`config.mk`:
```
export PLATFORM = sky130hd
export DESIGN_NAME = smsl_top
export DESIGN_NICKNAME = d
export VERILOG_FILES = /design/src/design/smsl_pkg.sv /design/src/design/smsl_top.sv
export SDC_FILE = /design/constraint.sdc
export NUM_CORES = 1
export LEC_CHECK = 0
export CAP_MARGIN = 10
export CORE_MARGIN = 1.5
export CORE_UTILIZATION = 30
export DETAILED_ROUTE_END_ITERATION = 16
export DONT_BUFFER_PORTS = 1
export SLEW_MARGIN = 20
export SYNTH_ARGS = -nofsm -noshare
export SYNTH_HDL_FRONTEND = slang
export SYNTH_SLANG_ARGS = --single-unit
```
`constraint.sdc`:
```
create_clock -name mclk -period 3.3 [get_ports mclk]
set_input_delay 0.165 -clock mclk [delete_from_list [all_inputs] [get_ports mclk]]
set_output_delay 0.165 -clock mclk [all_outputs]
set_load 0.01 [all_outputs]
```
`src/design/smsl_pkg.sv`:
```
// Constants for the multiframe sync, S/Q and test-loop block
package smsl_pkg;
  localparam logic [7:0] MODE_OFS = 8'h00;
  localparam logic [7:0] CMD_OFS  = 8'h04;
  localparam logic [7:0] SRX_OFS  = 8'h08;
  localparam logic [7:0] QTX_OFS  = 8'h0c;
  localparam logic [7:0] IND_OFS  = 8'h10;
  localparam int MODE_MFDIS = 0;
  localparam int MODE_DLOOP = 1;
  localparam int MODE_RLOOP = 2;
  localparam int SRX_LOCK = 4;
  localparam int IND_PWR  = 4;
  localparam logic [4:0] MF_LEN  = 5'h14;
  localparam logic [4:0] FR_S1   = 5'h01;
  localparam logic [4:0] FR_S2   = 5'h06;
  localparam logic [4:0] FR_S3   = 5'h0b;
  localparam logic [4:0] FR_S4   = 5'h10;
  localparam logic [3:0] CMD_RST = 4'h1;
  localparam logic [3:0] CMD_SPULSE = 4'h2;
  localparam logic [3:0] CMD_CPULSE = 4'h3;
  localparam logic [3:0] CMD_ALOOP  = 4'ha;
  localparam logic [3:0] CMD_WAKE   = 4'hb;
  localparam logic [3:0] IND_LOOP   = 4'h0;
  localparam logic [3:0] IND_AWAKE  = 4'he;
  localparam logic [3:0] IND_RST = 4'h1;
  localparam int CLK_NS   = 40;
  localparam int FRAME_NS = 250000;
  localparam int SP_NS    = 250000;
  localparam int BIT_NS   = 5208;
  localparam int FRAME_CYC_D = FRAME_NS / CLK_NS;
  localparam int SP_CYC_D    = SP_NS / CLK_NS;
  localparam int BIT_CYC     = BIT_NS / CLK_NS;
endpackage : smsl_pkg

```
`src/design/smsl_top.sv`:
```
// Multiframe sync, S/Q channel, loops and test pulses with AHB-Lite slave
//
// Design decisions made here: the register offsets and register access over AHB-Lite.
`timescale 1ns/1ps
module smsl_top #(
  parameter int FRAME_CYC = smsl_pkg::FRAME_CYC_D,
  parameter int SP_CYC    = smsl_pkg::SP_CYC_D
) (
  input  wire logic        mclk,
  input  wire logic        rst_b,
  input  wire logic        hsel,
  input  wire logic [31:0] haddr,
  input  wire logic [1:0]  htrans,
  input  wire logic        hwrite,
  input  wire logic [2:0]  hsize,
  input  wire logic [31:0] hwdata,
  input  wire logic        hready,
  output logic             hreadyout,
  output logic [31:0]      hrdata,
  output logic             hresp,
  input  wire logic        rx_frame_stb,
  input  wire logic        rx_fa_bit,
  input  wire logic        rx_m_bit,
  input  wire logic        rx_s_bit,
  input  wire logic        rx_b_bit,
  input  wire logic        rx_d_bit,
  input  wire logic        line_signal,
  input  wire logic        awake_det,
  input  wire logic        info3_sync,
  input  wire logic        hdlc_tx_bit,
  input  wire logic        pcm_in_bit,
  output logic             tx_fa_bit,
  output logic             s_change_pulse,
  output logic             hdlc_rx_bit,
  output logic             pcm_out_bit,
  output logic             line_tx_b_bit,
  output logic             line_tx_d_bit,
  output logic             line_pos,
  output logic             line_neg,
  output logic             line_drive_en,
  output logic             rx_from_tx,
  output logic             frame_stb_out,
  output logic             pwr_up
);
  import smsl_pkg::*;

  // Slot of a frame number: {in S/Q frame, index 0..3}
  function automatic logic [2:0] frame_slot(input logic [4:0] f);
    unique case (f)
      FR_S1:   frame_slot = 3'h4;
      FR_S2:   frame_slot = 3'h5;
      FR_S3:   frame_slot = 3'h6;
      FR_S4:   frame_slot = 3'h7;
      default: frame_slot = 3'h0;
    endcase
  endfunction : frame_slot

  logic [2:0]  mode_reg;
  logic [3:0]  cmd_reg;
  logic [3:0]  s_bit_receive_reg;
  logic [3:0]  sqx_reg;
  logic [3:0]  indication_reg;
  logic [2:0]  s_work_reg;
  logic [4:0]  fcnt_reg;
  logic [4:0]  fcnt_next;
  logic [4:0]  good_reg;
  logic [4:0]  good_next;
  logic        lock_reg;
  logic        lock_next;
  logic        wr_pend_reg;
  logic [7:0]  wr_addr_reg;
  logic [15:0] int_cnt_reg;
  logic        int_stb;
  logic        fstb;
  logic [4:0]  fcnt_adv;
  logic        exp_m;
  logic [2:0]  slot;
  logic [15:0] tcnt_reg;
  logic        pol_reg;
  logic        test_on;
  logic        cpulse_mode;
  logic [15:0] tper;
  logic        tick;
  logic        aloop;
  logic        addr_ok;
  logic [31:0] rd_val;

  // Bus slave: zero wait states, read data latched in the address phase
  assign addr_ok = hsel & hready & htrans[1];

  always_comb begin
    rd_val = 32'h0;
    unique case (haddr[7:0])
      MODE_OFS: rd_val = {29'h0, mode_reg};
      CMD_OFS:  rd_val = {28'h0, cmd_reg};
      SRX_OFS:  rd_val = {27'h0, lock_reg, s_bit_receive_reg};
      QTX_OFS:  rd_val = {28'h0, sqx_reg};
      IND_OFS:  rd_val = {27'h0, pwr_up, indication_reg};
      default:  rd_val = 32'h0;
    endcase
  end

  always_ff @(posedge mclk or negedge rst_b) begin
    if (!rst_b) begin
      wr_pend_reg <= 1'b0;
      wr_addr_reg <= 8'h0;
      hrdata      <= 32'h0;
      hreadyout   <= 1'b0;
      hresp       <= 1'b0;
    end else begin
      hreadyout   <= 1'b1;
      hresp       <= 1'b0;
      wr_pend_reg <= addr_ok & hwrite;
      if (addr_ok) begin
        wr_addr_reg <= haddr[7:0];
        if (!hwrite) begin
          hrdata <= rd_val;
        end
      end
    end
  end

  // Software registers; unmapped writes are dropped
  always_ff @(posedge mclk or negedge rst_b) begin
    if (!rst_b) begin
      mode_reg <= 3'h0;
      cmd_reg  <= CMD_RST;
      sqx_reg  <= 4'h0;
    end else if (wr_pend_reg) begin
      unique case (wr_addr_reg)
        MODE_OFS: begin
          mode_reg[MODE_MFDIS] <= hwdata[MODE_MFDIS];
          mode_reg[MODE_RLOOP] <= hwdata[MODE_RLOOP];
          mode_reg[MODE_DLOOP] <= hwdata[MODE_DLOOP] & ~hwdata[MODE_RLOOP];
        end
        CMD_OFS:  cmd_reg <= hwdata[3:0];
        QTX_OFS:  sqx_reg <= hwdata[3:0];
        default: ;
      endcase
    end
  end

  always_ff @(posedge mclk or negedge rst_b) begin
    if (!rst_b) begin
      int_cnt_reg <= 16'h0;
    end else if (int_stb) begin
      int_cnt_reg <= 16'h0;
    end else begin
      int_cnt_reg <= int_cnt_reg + 16'h1;
    end
  end
  assign int_stb = (int_cnt_reg == 16'(FRAME_CYC - 1));
  assign fstb = mode_reg[MODE_DLOOP] ? int_stb : rx_frame_stb;

  assign fcnt_adv = (fcnt_reg == MF_LEN) ? FR_S1 : fcnt_reg + 5'h1;
  // M is one only in frame 1
  assign exp_m = (fcnt_adv == FR_S1);

  always_comb begin
    fcnt_next = fcnt_reg;
    good_next = good_reg;
    lock_next = lock_reg;
    if (mode_reg[MODE_MFDIS]) begin
      good_next = 5'h0;
      lock_next = 1'b0;
    end else if (fstb && lock_reg) begin
      fcnt_next = fcnt_adv;
      if (rx_m_bit != exp_m) begin
        lock_next = 1'b0;
        good_next = 5'h0;
      end
    end else if (fstb) begin
      if (rx_m_bit) begin
        fcnt_next = FR_S1;
        good_next = 5'h1;
      end else if (good_reg != 5'h0 && !exp_m) begin
        fcnt_next = fcnt_adv;
        good_next = good_reg + 5'h1;
        lock_next = (good_reg == MF_LEN - 5'h1);
      end else begin
        good_next = 5'h0;
      end
    end
  end

  always_ff @(posedge mclk or negedge rst_b) begin
    if (!rst_b) begin
      fcnt_reg <= FR_S1;
      good_reg <= 5'h0;
      lock_reg <= 1'b0;
    end else begin
      fcnt_reg <= fcnt_next;
      good_reg <= good_next;
      lock_reg <= lock_next;
    end
  end

  assign slot = frame_slot(fcnt_next);

  // S capture; compare on frame 16
  always_ff @(posedge mclk or negedge rst_b) begin
    if (!rst_b) begin
      s_work_reg     <= 3'h0;
      s_bit_receive_reg <= 4'h0;
      s_change_pulse <= 1'b0;
    end else begin
      s_change_pulse <= 1'b0;
      if (fstb && lock_next && slot[2]) begin
        if (slot[1:0] != 2'h3) begin
          s_work_reg[slot[1:0]] <= rx_s_bit;
        end else begin
          s_bit_receive_reg <= {rx_s_bit, s_work_reg};
          s_change_pulse <= ({rx_s_bit, s_work_reg} != s_bit_receive_reg);
        end
      end
    end
  end

  always_ff @(posedge mclk or negedge rst_b) begin
    if (!rst_b) begin
      tx_fa_bit <= 1'b0;
    end else if (fstb) begin
      if (lock_next) begin
        tx_fa_bit <= slot[2] & sqx_reg[slot[1:0]];
      end else begin
        tx_fa_bit <= rx_fa_bit;
      end
    end
  end

  always_ff @(posedge mclk or negedge rst_b) begin
    if (!rst_b) begin
      hdlc_rx_bit   <= 1'b0;
      pcm_out_bit   <= 1'b0;
      line_tx_b_bit <= 1'b0;
      line_tx_d_bit <= 1'b0;
      frame_stb_out <= 1'b0;
    end else begin
      frame_stb_out <= fstb;
      hdlc_rx_bit   <= mode_reg[MODE_DLOOP] ? hdlc_tx_bit : rx_d_bit;
      pcm_out_bit   <= mode_reg[MODE_DLOOP] ? pcm_in_bit : rx_b_bit;
      line_tx_b_bit <= mode_reg[MODE_RLOOP] ? rx_b_bit : hdlc_tx_bit;
      line_tx_d_bit <= hdlc_tx_bit;
    end
  end

  // Power up on line signal or wake
  always_ff @(posedge mclk or negedge rst_b) begin
    if (!rst_b) begin
      pwr_up <= 1'b0;
    end else if (line_signal || cmd_reg == CMD_WAKE) begin
      pwr_up <= 1'b1;
    end
  end

  assign aloop = (cmd_reg == CMD_ALOOP);

  always_ff @(posedge mclk or negedge rst_b) begin
    if (!rst_b) begin
      line_drive_en <= 1'b0;
      rx_from_tx    <= 1'b0;
    end else begin
      line_drive_en <= pwr_up & ~aloop;
      rx_from_tx    <= aloop;
    end
  end

  // Awake test wins because a live line makes the loop result meaningless
  always_ff @(posedge mclk or negedge rst_b) begin
    if (!rst_b) begin
      indication_reg <= IND_RST;
    end else if (aloop) begin
      if (awake_det) begin
        indication_reg <= IND_AWAKE;
      end else if (info3_sync) begin
        indication_reg <= IND_LOOP;
      end
    end
  end

  assign cpulse_mode = (cmd_reg == CMD_CPULSE);
  assign test_on  = cpulse_mode | (cmd_reg == CMD_SPULSE);
  assign tper = cpulse_mode ? 16'(BIT_CYC) : 16'(SP_CYC);
  // Compare with >= so a switch to a shorter period cannot run past the end
  assign tick = (tcnt_reg >= tper - 16'h1);

  always_ff @(posedge mclk or negedge rst_b) begin
    if (!rst_b) begin
      tcnt_reg <= 16'h0;
      pol_reg  <= 1'b0;
    end else if (!test_on) begin
      tcnt_reg <= 16'h0;
    end else if (tick) begin
      tcnt_reg <= 16'h0;
      pol_reg  <= ~pol_reg;
    end else begin
      tcnt_reg <= tcnt_reg + 16'h1;
    end
  end

  always_ff @(posedge mclk or negedge rst_b) begin
    if (!rst_b) begin
      line_pos <= 1'b0;
      line_neg <= 1'b0;
    end else begin
      line_pos <= test_on & ~aloop & (tcnt_reg < 16'(BIT_CYC)) & pol_reg;
      line_neg <= test_on & ~aloop & (tcnt_reg < 16'(BIT_CYC)) & ~pol_reg;
    end
  end

  a_lock_after_count: assert property (@(posedge mclk) disable iff (!rst_b)
    $rose(lock_reg) |-> $past(good_reg) == MF_LEN - 5'h1)
    else $error("lock without twenty good frames");

  a_q_first_frame: assert property (@(posedge mclk) disable iff (!rst_b)
    fstb && lock_next && fcnt_next == FR_S1 |=> tx_fa_bit == $past(sqx_reg[0]))
    else $error("Q1 not sent in frame 1");

  a_fa_mirror: assert property (@(posedge mclk) disable iff (!rst_b)
    fstb && !lock_next |=> tx_fa_bit == $past(rx_fa_bit))
    else $error("framing bit not mirrored");

  a_s_change: assert property (@(posedge mclk) disable iff (!rst_b)
    s_change_pulse |-> s_bit_receive_reg != $past(s_bit_receive_reg)
      ##1 !s_change_pulse)
    else $error("S change pulse wrong");

  // Digital loop never with remote loop
  a_dlp_refused: assert property (@(posedge mclk) disable iff (!rst_b)
    mode_reg[MODE_RLOOP] |-> !mode_reg[MODE_DLOOP])
    else $error("digital loop with remote loop");

  a_aloop_quiet: assert property (@(posedge mclk) disable iff (!rst_b)
    aloop ##1 aloop |-> !line_drive_en && !line_pos && !line_neg)
    else $error("line driven in analog loop");

  a_mfd_unlock: assert property (@(posedge mclk) disable iff (!rst_b)
    mode_reg[MODE_MFDIS] |=> !lock_reg)
    else $error("lock held while disabled");

  a_hdlc_loop: assert property (@(posedge mclk) disable iff (!rst_b)
    mode_reg[MODE_DLOOP] |=> hdlc_rx_bit == $past(hdlc_tx_bit))
    else $error("digital loop broken");

  a_remote_loop: assert property (@(posedge mclk) disable iff (!rst_b)
    mode_reg[MODE_RLOOP] |=> line_tx_b_bit == $past(rx_b_bit)
      && line_tx_d_bit == $past(hdlc_tx_bit))
    else $error("remote loop path wrong");

  // Continuous pulses alternate each bit time
  a_scp_toggle: assert property (@(posedge mclk) disable iff (!rst_b)
    cpulse_mode && tick ##1 cpulse_mode |-> pol_reg != $past(pol_reg))
    else $error("continuous pulse polarity stuck");

endmodule : smsl_top

```
[Word-level counts from Yosys, hierarchy flattened]
Cells that the tools add are included.
Word-level totals
  logic and storage cells: 134
  bits in registers: 120
Operators by class
  add/sub/neg operators: 5
  $lt $le $gt $ge: 4
  reduce and logical (&&, ||, !) cells: 21
  equal/unequal tests: 22
  muxes and demuxes: 38
  bitwise gates (word level): 16
Operators by type and width (number)
  2-to-1 mux 5 bit: 12
  2-to-1 mux 16 bit: 3
  adder 16 x 1 -> 16 bit (second input constant): 2
  one-hot mux 5 bit (5 select lines): 1
  equality test 8 x 4 -> 1 bit (second input constant): 3
  AND reduction 2 bit: 9
  equality test 16 x 13 -> 1 bit (second input constant): 1
  equality test 8 x 3 -> 1 bit (second input constant): 2
  >= comparator 16 bit: 1
  logical NOT 8 bit: 2
  less-than comparator 16 x 8 -> 1 bit (second input constant): 1
  equality test 5 bit (second input constant): 3
  2-to-1 mux 1 bit: 15
  subtractor 13 x 1 -> 14 bit (second input constant): 1
  2-to-1 mux 13 bit: 1
  one-hot mux 3 bit (4 select lines): 1
  adder 5 x 1 -> 5 bit (second input constant): 2
  bitwise AND 1 bit: 10
  equality test 5 x 1 -> 1 bit (second input constant): 2
  equality test 4 x 2 -> 1 bit (second input constant): 2
  equality test 4 bit (second input constant): 2
  equality test 8 x 5 -> 1 bit (second input constant): 1
  2-to-1 mux 4 bit: 2
  equality test 5 x 3 -> 1 bit (second input constant): 1
  other kinds (18): 26

[Logic depth before layout (Yosys ltp)]
Gate-level depths: netlist of run 1.
  word-level depth: 17
  depth in mapped cells: 12
  mapped depth without buffers: 12

[Least setup slack after synthesis of run 1]
OpenSTA, ideal clock, no wires.
  path kind: register to register
  from: reg fcnt_reg[0]
  to: reg s_work_reg[2]
  data arrival time: 2.788 ns
  required time: 3.175 ns
  slack: 0.387 ns
  setup time: 0.125 ns
  stages on the path, launching flop included: 12
  clock period less this slack: 2.913 ns
  cells stage by stage: dfstp_2 inv_1 ha_1 mux2i_1 o211ai_1 a311oi_1 o21ai_2 o221a_4 clkinv_4 nand2_1 nor4_1 mux2_2
Between the ends
  word-level cells in the longest chain between the ends: 17
Ends and longest elaborated chain
  start: declaration: RTL line smsl_top.sv:64  | logic [4:0] fcnt_reg;
  start signal: assignment: RTL line smsl_top.sv:192  | fcnt_reg <= fcnt_next;
  adder 5 x 1 -> 5 bit / equality test 5 bit (equally long branches): RTL line smsl_top.sv:155  | assign fcnt_adv = (fcnt_reg == MF_LEN) ? FR_S1 : fcnt_reg + 5'h1;
  2-to-1 mux 5 bit *: RTL line smsl_top.sv:155
  equality test 5 x 1 -> 1 bit: RTL line smsl_top.sv:157  | assign exp_m = (fcnt_adv == FR_S1);
  logical NOT 1 bit: RTL line smsl_top.sv:176  | end else if (good_reg != 5'h0 && !exp_m) begin
  logical AND 1 bit: RTL line smsl_top.sv:176
  2-to-1 mux 5 bit: RTL line smsl_top.sv:176
  2-to-1 mux 5 bit: RTL line smsl_top.sv:173  | if (rx_m_bit) begin
  2-to-1 mux 5 bit: RTL line smsl_top.sv:172  | end else if (fstb) begin
  [... 2 more ...]
  named net fcnt_next[3]: RTL line smsl_top.sv:65  | logic [4:0] fcnt_next;
  equality test 5 bit, or another cell as far along: RTL line smsl_top.sv:49  | unique case (f)
  one-hot mux 3 bit (4 select lines) *: RTL line smsl_top.sv:49
  less-than comparator 2 x 3 -> 1 bit (implied by the code) / >= comparator 2 x 1 -> 1 bit (equally long branches): RTL line smsl_top.sv:210  | s_work_reg[slot[1:0]] <= rx_s_bit;
  logical AND 1 bit (implied by the code): RTL line smsl_top.sv:210
  2-to-1 mux 1 bit (implied by the code): RTL line smsl_top.sv:210
  demux 1 bit (select 2 bit): RTL line smsl_top.sv:210
  bitwise mux 3 bit: RTL line smsl_top.sv:210
  end signal: indexed assignment: RTL line smsl_top.sv:210
  end: declaration: RTL line smsl_top.sv:63  | logic [2:0] s_work_reg;
The timed path passes the listed nets; every way through them passes the cells marked *.
A chain may end at the register's enable or synchronous reset.

[Worst setup path in the final report of run 1]
  from: reg int_cnt_reg[7]
  to: reg s_work_reg[2]
Between the ends
  word-level cells in the longest chain between the ends: 12
Ends and longest elaborated chain
  start: declaration: RTL line smsl_top.sv:72  | logic [15:0] int_cnt_reg;
  start signal: assignment: RTL line smsl_top.sv:149  | int_cnt_reg <= int_cnt_reg + 16'h1;
  equality test 16 x 13 -> 1 bit *: RTL line smsl_top.sv:152  | assign int_stb = (int_cnt_reg == 16'(FRAME_CYC - 1));
  2-to-1 mux 1 bit *: RTL line smsl_top.sv:153  | assign fstb = mode_reg[MODE_DLOOP] ? int_stb : rx_frame_stb;
  2-to-1 mux 5 bit / logical AND 1 bit (equally long branches): RTL line smsl_top.sv:172, smsl_top.sv:166
  2-to-1 mux 5 bit: RTL line smsl_top.sv:166  | end else if (fstb && lock_reg) begin
  2-to-1 mux 5 bit: RTL line smsl_top.sv:163  | if (mode_reg[MODE_MFDIS]) begin
  equality test 5 bit, or another cell as far along: RTL line smsl_top.sv:49
  one-hot mux 3 bit (4 select lines): RTL line smsl_top.sv:49
  less-than comparator 2 x 3 -> 1 bit (implied by the code) / >= comparator 2 x 1 -> 1 bit (equally long branches): RTL line smsl_top.sv:210
  logical AND 1 bit (implied by the code): RTL line smsl_top.sv:210
  2-to-1 mux 1 bit (implied by the code): RTL line smsl_top.sv:210
  demux 1 bit (select 2 bit): RTL line smsl_top.sv:210
  bitwise mux 3 bit: RTL line smsl_top.sv:210
Every way passes the cells marked *; elsewhere a longest branch is shown, timed or not.

==> run summary, run 1 <==
The run finished with clean final reports. The number of pins exceeding their max-slew limit in the final report was 0. The proportion of power drawn by flip-flops and latches is 0.431. The logs give 0 for the hold violation count in the final report and 0.3073 for the effective utilization at floorplan. The clock period minus worst slack is 3.099 ns. The number of nets at the end of the flow is 612. TritonCTS built the clock tree.

Synthesis handed over a netlist of 476 instances. Critical path startpoint category: a register. Yosys printed 0 warnings.

The root buffer cell chosen for the clock tree is clkbuf_16. The synthesized design contains 0 enable-type register cells. Half-perimeter wire length after placement: 7495 um.

The clock network fraction of design power came out at 0.353. Area fraction of the dominant cell type after synthesis: 0.4496. For this run, the number of standard cells in the final layout without fillers is 732. Relative to the synthesized area, the layout overhead comes to 15.94%. The simple-gate share of the synthesized area was 0.1734.

The number of routed nets with antenna violations is 0. Number of top-level design ports: 131. Maximum buffer depth of the clock tree: 2.

The count of TritonRoute iterations in the first routing pass was 4. The fraction of synthesis flops using an asynchronous set or reset pin was 1.000. For the number of antenna violations at the first check in global routing, the log shows 0. The core region is 0.01594 sq mm.

The post-synthesis instance area came out at 0.004898 sq mm. The mean instance size in the synthesized netlist came out at 10.29 sq um. The iteration-0 DRC count of the detailed router was 187; the ratio of cells with drive above 1 in the final layout was 0.1453. Clock latency on the worst-skew pair, taken at its later pin, is 0.34 ns. Across the run, the number of max-cap violations was 0. Most numerous cell in the Yosys netlist: dfrtp_1. During placement, the flow inserted port buffers numbering 0. The total CTS buffers is 9, and the post-route clock period utilization is 0.9392.

The data required time at the worst endpoint was 3.53 ns. In this run the worst hold path is classified as input pin to register. In the routed design, unresolved DRC markers number 0. The multiplexer share of the synthesized area came out at 0.08199.

STA classifies the critical path endpoint as a register. The tools report the final antenna diode count as 0. In this run the power spent charging and discharging nets is 0.9409 mW.

After detailed routing, the number of vias per cell comes to 4.754. For the layout filler cell count, the log shows 1567. The clock tree synthesis step divided the H-tree into 3 levels. The die is 130.8 um wide. The commonest cells after synthesis are dfrtp_1 (88), nor2_1 (38), nand2_1 (36), buf_4 (28), mux2_2 (25).

The portion of the post-synthesis area used by sequential elements was 0.4656. The routed design has 10470 um of wire. For the worst setup skew after layout, the log shows 0.01139 ns.

The final design area excluding fillers was 0.005679 sq mm; the number of global-route vias before repair was 3506. The detail-routed net length per standard cell is 14.31 um. The largest net degree at the start of global routing is 92, and the cell-internal power is 2.174 mW. The run gives 0.217 as the combinational power share. The main flop type after synthesis was dfrtp_1.

The worst hold path depth was 2; the relative max-transition margin was 0.5358. In this run the power density over the cells is 548.5 mW/mm^2. The smallest setup slack after layout is 0.2006 ns, and the fraction of power spent switching nets is 0.3020. Row generation in the floorplan step produced 46 rows. In this run the worst path has a maximum fanout of 5.

From bottom edge to top edge, the die measures 130.8 um. The run gives 17200 um as the wire length of the first global-routing pass. The fraction of the mapped netlist area in compound gates was 0.1124; the number of placed instances, taps included was 690. The adder-cell area share of the yosys netlist is 0.04087, and the total global routing track utilization is 0.1304. Once placement finished, the instance area stood at 0.005070 sq mm.

Counting cells, the worst reg-to-reg path comes to 9. Summing over every cut layer, the via total after detailed routing is 3480. Number of sinks handled by clock tree synthesis: 91.

The xor and xnor area share after synthesis was 0.05543. Top cell type by total area after synthesis: dfrtp_1. The congestion estimate from routability-driven global placement came to 0.8423.

The number of different library cells used by synthesis comes to 70. The placement-stage worst setup slack is 0.09894 ns. The actual transition at the worst max-transition pin works out to 0.6869 ns. Sorting the synthesized cells by area gives the leading types as dfrtp_1 (45%), mux2_2 (5.7%), buf_4 (4.3%). The maximum resistive drop on vdd came out at 0.0002245 V. By startpoint and endpoint, the worst setup path is classified as register to register. The run gives 0 as the sum of overflow across all layers after global routing. After clock tree synthesis, the clock-pin slew on the worst setup and hold paths is 0.07 ns. The maximum clock frequency is 322.6 MHz, and the post-synthesis sequential element count is 91. Setup violations remaining at the end of the flow were counted as 0. For the endpoint arrival time on the critical path, the log shows 3.33 ns. The leakage power of the design came out at 2.499 nW. The floorplan step defined a die boundary enclosing 0.01710 sq mm.

By area, the combinational part of the netlist is dominated by simple AND/OR/NAND/NOR gates.
[critical path, stage by stage (launching register included)]
cell and delay, ns:
dfrtp_1 0.42, or4b_1 0.54, or4_4 0.55, a21oi_4 0.25, buf_4 0.16, o21a_1 0.13, and3_1 0.16, a31oi_1 0.09
nor4_1 0.33, mux2_2 0.37
[final cells by class]
type	count	area (sq um)	area share
clock inverter	4	76.32	0.01344
multi-input combinational	354	2419	0.4259
inverter	25	98.84	0.01740
clock buffer	12	236.5	0.04164
sequential	91	2281	0.4016
tap	216	270.3	0.04759
timing repair buffer	30	297.8	0.05243
[metal layers]
metal,GRT usage,vias up,part of all wire
li1,-,1687,-
met1,0.1619,1682,0.43
met2,0.2130,88,0.49
met3,0.02932,23,0.052
met4,0.06852,0,0.032
met5,0,-,0
[cells by family (layout without fill, tap and decap cells)]
kind of cell / after synthesis / in the layout
other cells: 2 / 31
xor+xnor: 31 / 31
compound gates: 78 / 78
flops: 91 / 91
fa+ha+maj: 16 / 16
buf+inv: 60 / 71
simple gates: 163 / 163
mux: 35 / 35
[power by group through the flow]
stage | Clock [mW] | Combinational, mW | Sequential, mW
floorplan | 0 | 0.505 | 1.31
global placement | 0 | 0.548 | 1.35
detailed placement | 0 | 0.565 | 1.35
CTS | 1.13 | 0.624 | 1.33
global route | 1.18 | 0.760 | 1.36
finish | 1.10 | 0.675 | 1.34
[cells in the final DEF (no fill, tap or decap), types with 5 or more instances in the layout]
| cell | n |
|---|---|
| nor4_1 | 5 |
| dlygate4sd3_1 | 21 |
| nor2_1 | 38 |
| o21ai_0 | 22 |
| a22o_1 | 5 |
| a31oi_1 | 6 |
| mux2_2 | 25 |
| xnor2_1 | 18 |
| nand2b_1 | 5 |
| ha_1 | 16 |
| nand3_1 | 24 |
| dfrtp_1 | 88 |
| clkbuf_16 | 9 |
| conb_1 | 31 |
| a21oi_1 | 14 |
| nand2_1 | 36 |
| and3_1 | 9 |
| nor3_1 | 11 |
| inv_1 | 22 |
| buf_4 | 8 |
| xor2_1 | 13 |
| mux2_1 | 6 |
[worst paths after layout]
| kind | startpoint | to | slack [ns] |
|---|---|---|---|
| min | awake_det | indication_reg[0] | 0.04 |
| min in group asynchronous | rst_b | indication_reg[2] | 0.38 |
| max reg2reg | int_cnt_reg[7] | s_work_reg[2] | 0.20 |
| min reg2reg | pol_reg | line_neg | 0.46 |
| max | int_cnt_reg[7] | s_work_reg[2] | 0.20 |
| max in group asynchronous | rst_b | cmd_reg[0] | 2.51 |
[through the flow]
| stage | hold WS, ns | TNS, ns | utilization | total power, mW |
|---|---|---|---|---|
| after floorplan | -0.1306 | 0 | - | 1.812 |
| after global placement | -0.1290 | 0 | 0.3180 | 1.896 |
| after detailed placement | -0.1293 | 0 | 0.3180 | 1.920 |
| after CTS | 0.01418 | 0 | 0.3525 | 3.086 |
| after global routing | 0.02017 | -0.004251 | 0.3562 | 3.295 |
| final | 0.03571 | 0 | 0.3562 | 3.115 |
[what timing repair did]
action,in CTS,in global routing
endpoints found under the hold margin,121,0
setup endpoints to repair,0,9
resized for setup,0,5
buffers inserted,0,3
hold buffers,22,0
No activity file was read; power rests on OpenSTA's default activity.
==> inputs of run 2 (changes only) <==
Settings changed: CORE_UTILIZATION 30 to 45, REMOVE_ABC_BUFFERS from default to 1.
==> run summary, run 2 (synthesis results as in run 1) <==
The flow ran to the end, and the final reports show no timing, DRC or antenna violations. The path class of the tightest hold or removal check is input pin to register. The sequential cells in the finished layout cover a total of 0.002281 sq mm. The worst setup path is launched from a register. The path type of the worst setup path is register to register. The number of clock buffers added by TritonCTS is 9. The first detailed-routing pass ran for 4 iterations.

In this run the power density over the cells is 505.2 mW/mm^2. The first global-routing pass estimated 15990 um of wire. The run gives 202 as the iteration-0 DRC count of the detailed router.

Setup slack closes at 0.1712 ns. For the finished layout, the period the worst path requires is 3.129 ns. At the pin with the least slew margin, the transition time is 0.9273 ns.

The routed wire length was 9768 um. From synthesis to final layout, the design area changed by 11.44%. For the sum of overflow across all layers after global routing, the log shows 0. The filler cells instantiated in the layout total 936. For the effective utilization at floorplan, the log shows 0.4682.

During placement, the flow inserted port buffers numbering 0. The die is 107.3 um wide. The clock passes through at most 2 buffers. The tools report the maximum clock frequency as 319.6 MHz.

The number of pins exceeding their max-slew limit in the final report is 0, and the detail-routed net length per standard cell is 14.96 um. 131 I/O pins were placed. The routed layout has 3456 vias. The initialized floorplan defines 37 standard-cell rows. In the final layout, the multi-input gates occupy 0.002396 sq mm. The number of global-route vias before repair is 3353. The maximum resistive drop on vdd came out at 0.0002310 V. The die is 107.3 um tall. The clock-pin transition on the worst setup and hold timing paths came out at 0.09 ns.

In this run the remaining antenna-violating nets after routing total 0. The cell chosen for the clock root was clkbuf_8. Relative max-transition margin: 0.3734. Setup repair after global routing left no endpoint under its margin. At the placement stage, the worst setup path has a slack of 0.1668 ns. STA classifies the critical path endpoint as a register.

The number of H-tree levels is 3, and the total global routing track utilization is 0.1777. TritonCTS built the clock tree. The post-route clock period utilization was 0.9481; the setup TNS was 0 ns. The ratio of cells with drive above 1 in the final layout was 0.1470; the maximum fanout encountered on the critical timing path was 7. For the worst setup path, the data arrival time is 3.38 ns.

The half-perimeter wire length after placement came out at 6951 um. The area enclosed by the die boundary is 0.01152 sq mm. Leaving out fill and tap cells, the most frequent cell in the layout is dfrtp_1. The via density per instance is 5.292, and the number of antenna violations at the first check in global routing is 0.

The largest net degree at the start of global routing was 92. For the number of sinks handled by clock tree synthesis, the log shows 91. STA puts the critical path data required time at 3.55 ns. The top cell types in the final layout, fill and taps aside, are dfrtp_1 (88), nor2_1 (38), nand2_1 (36). In the routed design, unresolved DRC markers number 0. Setup violations remaining at the end of the flow were counted as 0. For the standard cell core area, the log shows 0.01046 sq mm. The tools report the hold violation count in the final report as 0.

Across the routed clock network, the largest skew measured is 0.01100 ns. In the final design database the tool counted 613 nets. The logs give 0.5218 for the final design utilization and 0 for the max capacitance violation total. The analysis attributes to cell leakage a power of 2.455 nW.

The run gives 0 as the final antenna diode count. The later pin in the worst-skew pair is clocked with a latency of 0.37 ns. The run gives 0.7971 as the routability congestion estimate from global placement.
run 2: changes by cell type in the layout (fill, tap and decap cells not counted), moves of 2 or more:
cell,before,now
clkbuf_1,3,1
clkbuf_16,9,0
clkbuf_8,0,10
dlygate4sd3_1,21,23
run 2: final timing paths:
kind                            depth (start not counted)  slack [ns]        start                 to
max in group asynchronous                               2        2.52        rst_b        fcnt_reg[0]
worst max-delay path                                   12        0.17  fcnt_reg[0]      s_work_reg[0]
min in group asynchronous                               2        0.44        rst_b           lock_reg
worst max register to register                         12        0.17  fcnt_reg[0]      s_work_reg[0]
worst min-delay path                                    2       0.009    awake_det  indication_reg[0]
worst min register to register                          1        0.48      pol_reg           line_neg
run 2: layout make-up:
| type | instances | area share |
|---|---|---|
| tap | 136 | 0.03117 |
| clock inverter | 5 | 0.01123 |
| multi-input combinational | 354 | 0.4389 |
| clock buffer | 11 | 0.02590 |
| timing repair buffer | 31 | 0.05684 |
| inverter | 25 | 0.01811 |
| sequential | 91 | 0.4178 |
run 2: critical path, stage by stage (launching register included):
cell       delay [ns]
dfstp_2          0.59
ha_1             0.29
mux2i_1          0.12
o211ai_1         0.33
a311oi_1         0.15
buf_4            0.19
o21ai_2          0.27
a2bb2oi_2        0.25
inv_2            0.11
nor2_2           0.17
nand2_1          0.08
nor3_2           0.11
mux2_1           0.34
run 2: what timing repair did:
item | in CTS | in global routing
hold buffers | 24 | 0
setup buffers | 0 | 2
setup endpoints to repair | 0 | 5
hold endpoints to repair | 122 | 0
gates resized for setup | 0 | 2
run 2: report_power, final:
group / leakage, nW / internal, mW / switching, mW
Combinational: 1.18 / 0.269 / 0.372
Sequential: 1.17 / 1.21 / 0.126
Clock: 0.104 / 0.377 / 0.401
run 2: per-layer routing:
| layer | routed length, um | vias up | global-route usage | part of all wire |
|---|---|---|---|---|
| li1 | - | 1689 | - | - |
| met1 | 4354 | 1682 | 0.2235 | 0.45 |
| met2 | 4868 | 68 | 0.2975 | 0.50 |
| met3 | 373 | 17 | 0.03814 | 0.038 |
| met4 | 171 | 0 | 0.07237 | 0.018 |
| met5 | 0 | - | 0 | 0 |
run 2: through the flow:
stage	cells	power, mW	cell area, sq um	hold slack, ns
final	653	2.758	5459	0.009235
after global routing	653	2.910	5459	0.01970
after CTS	651	2.767	5438	0.008745
after detailed placement	611	1.923	4977	-0.1275
after global placement	611	1.898	4977	-0.1270
after floorplan	470	1.777	4770	-0.1306
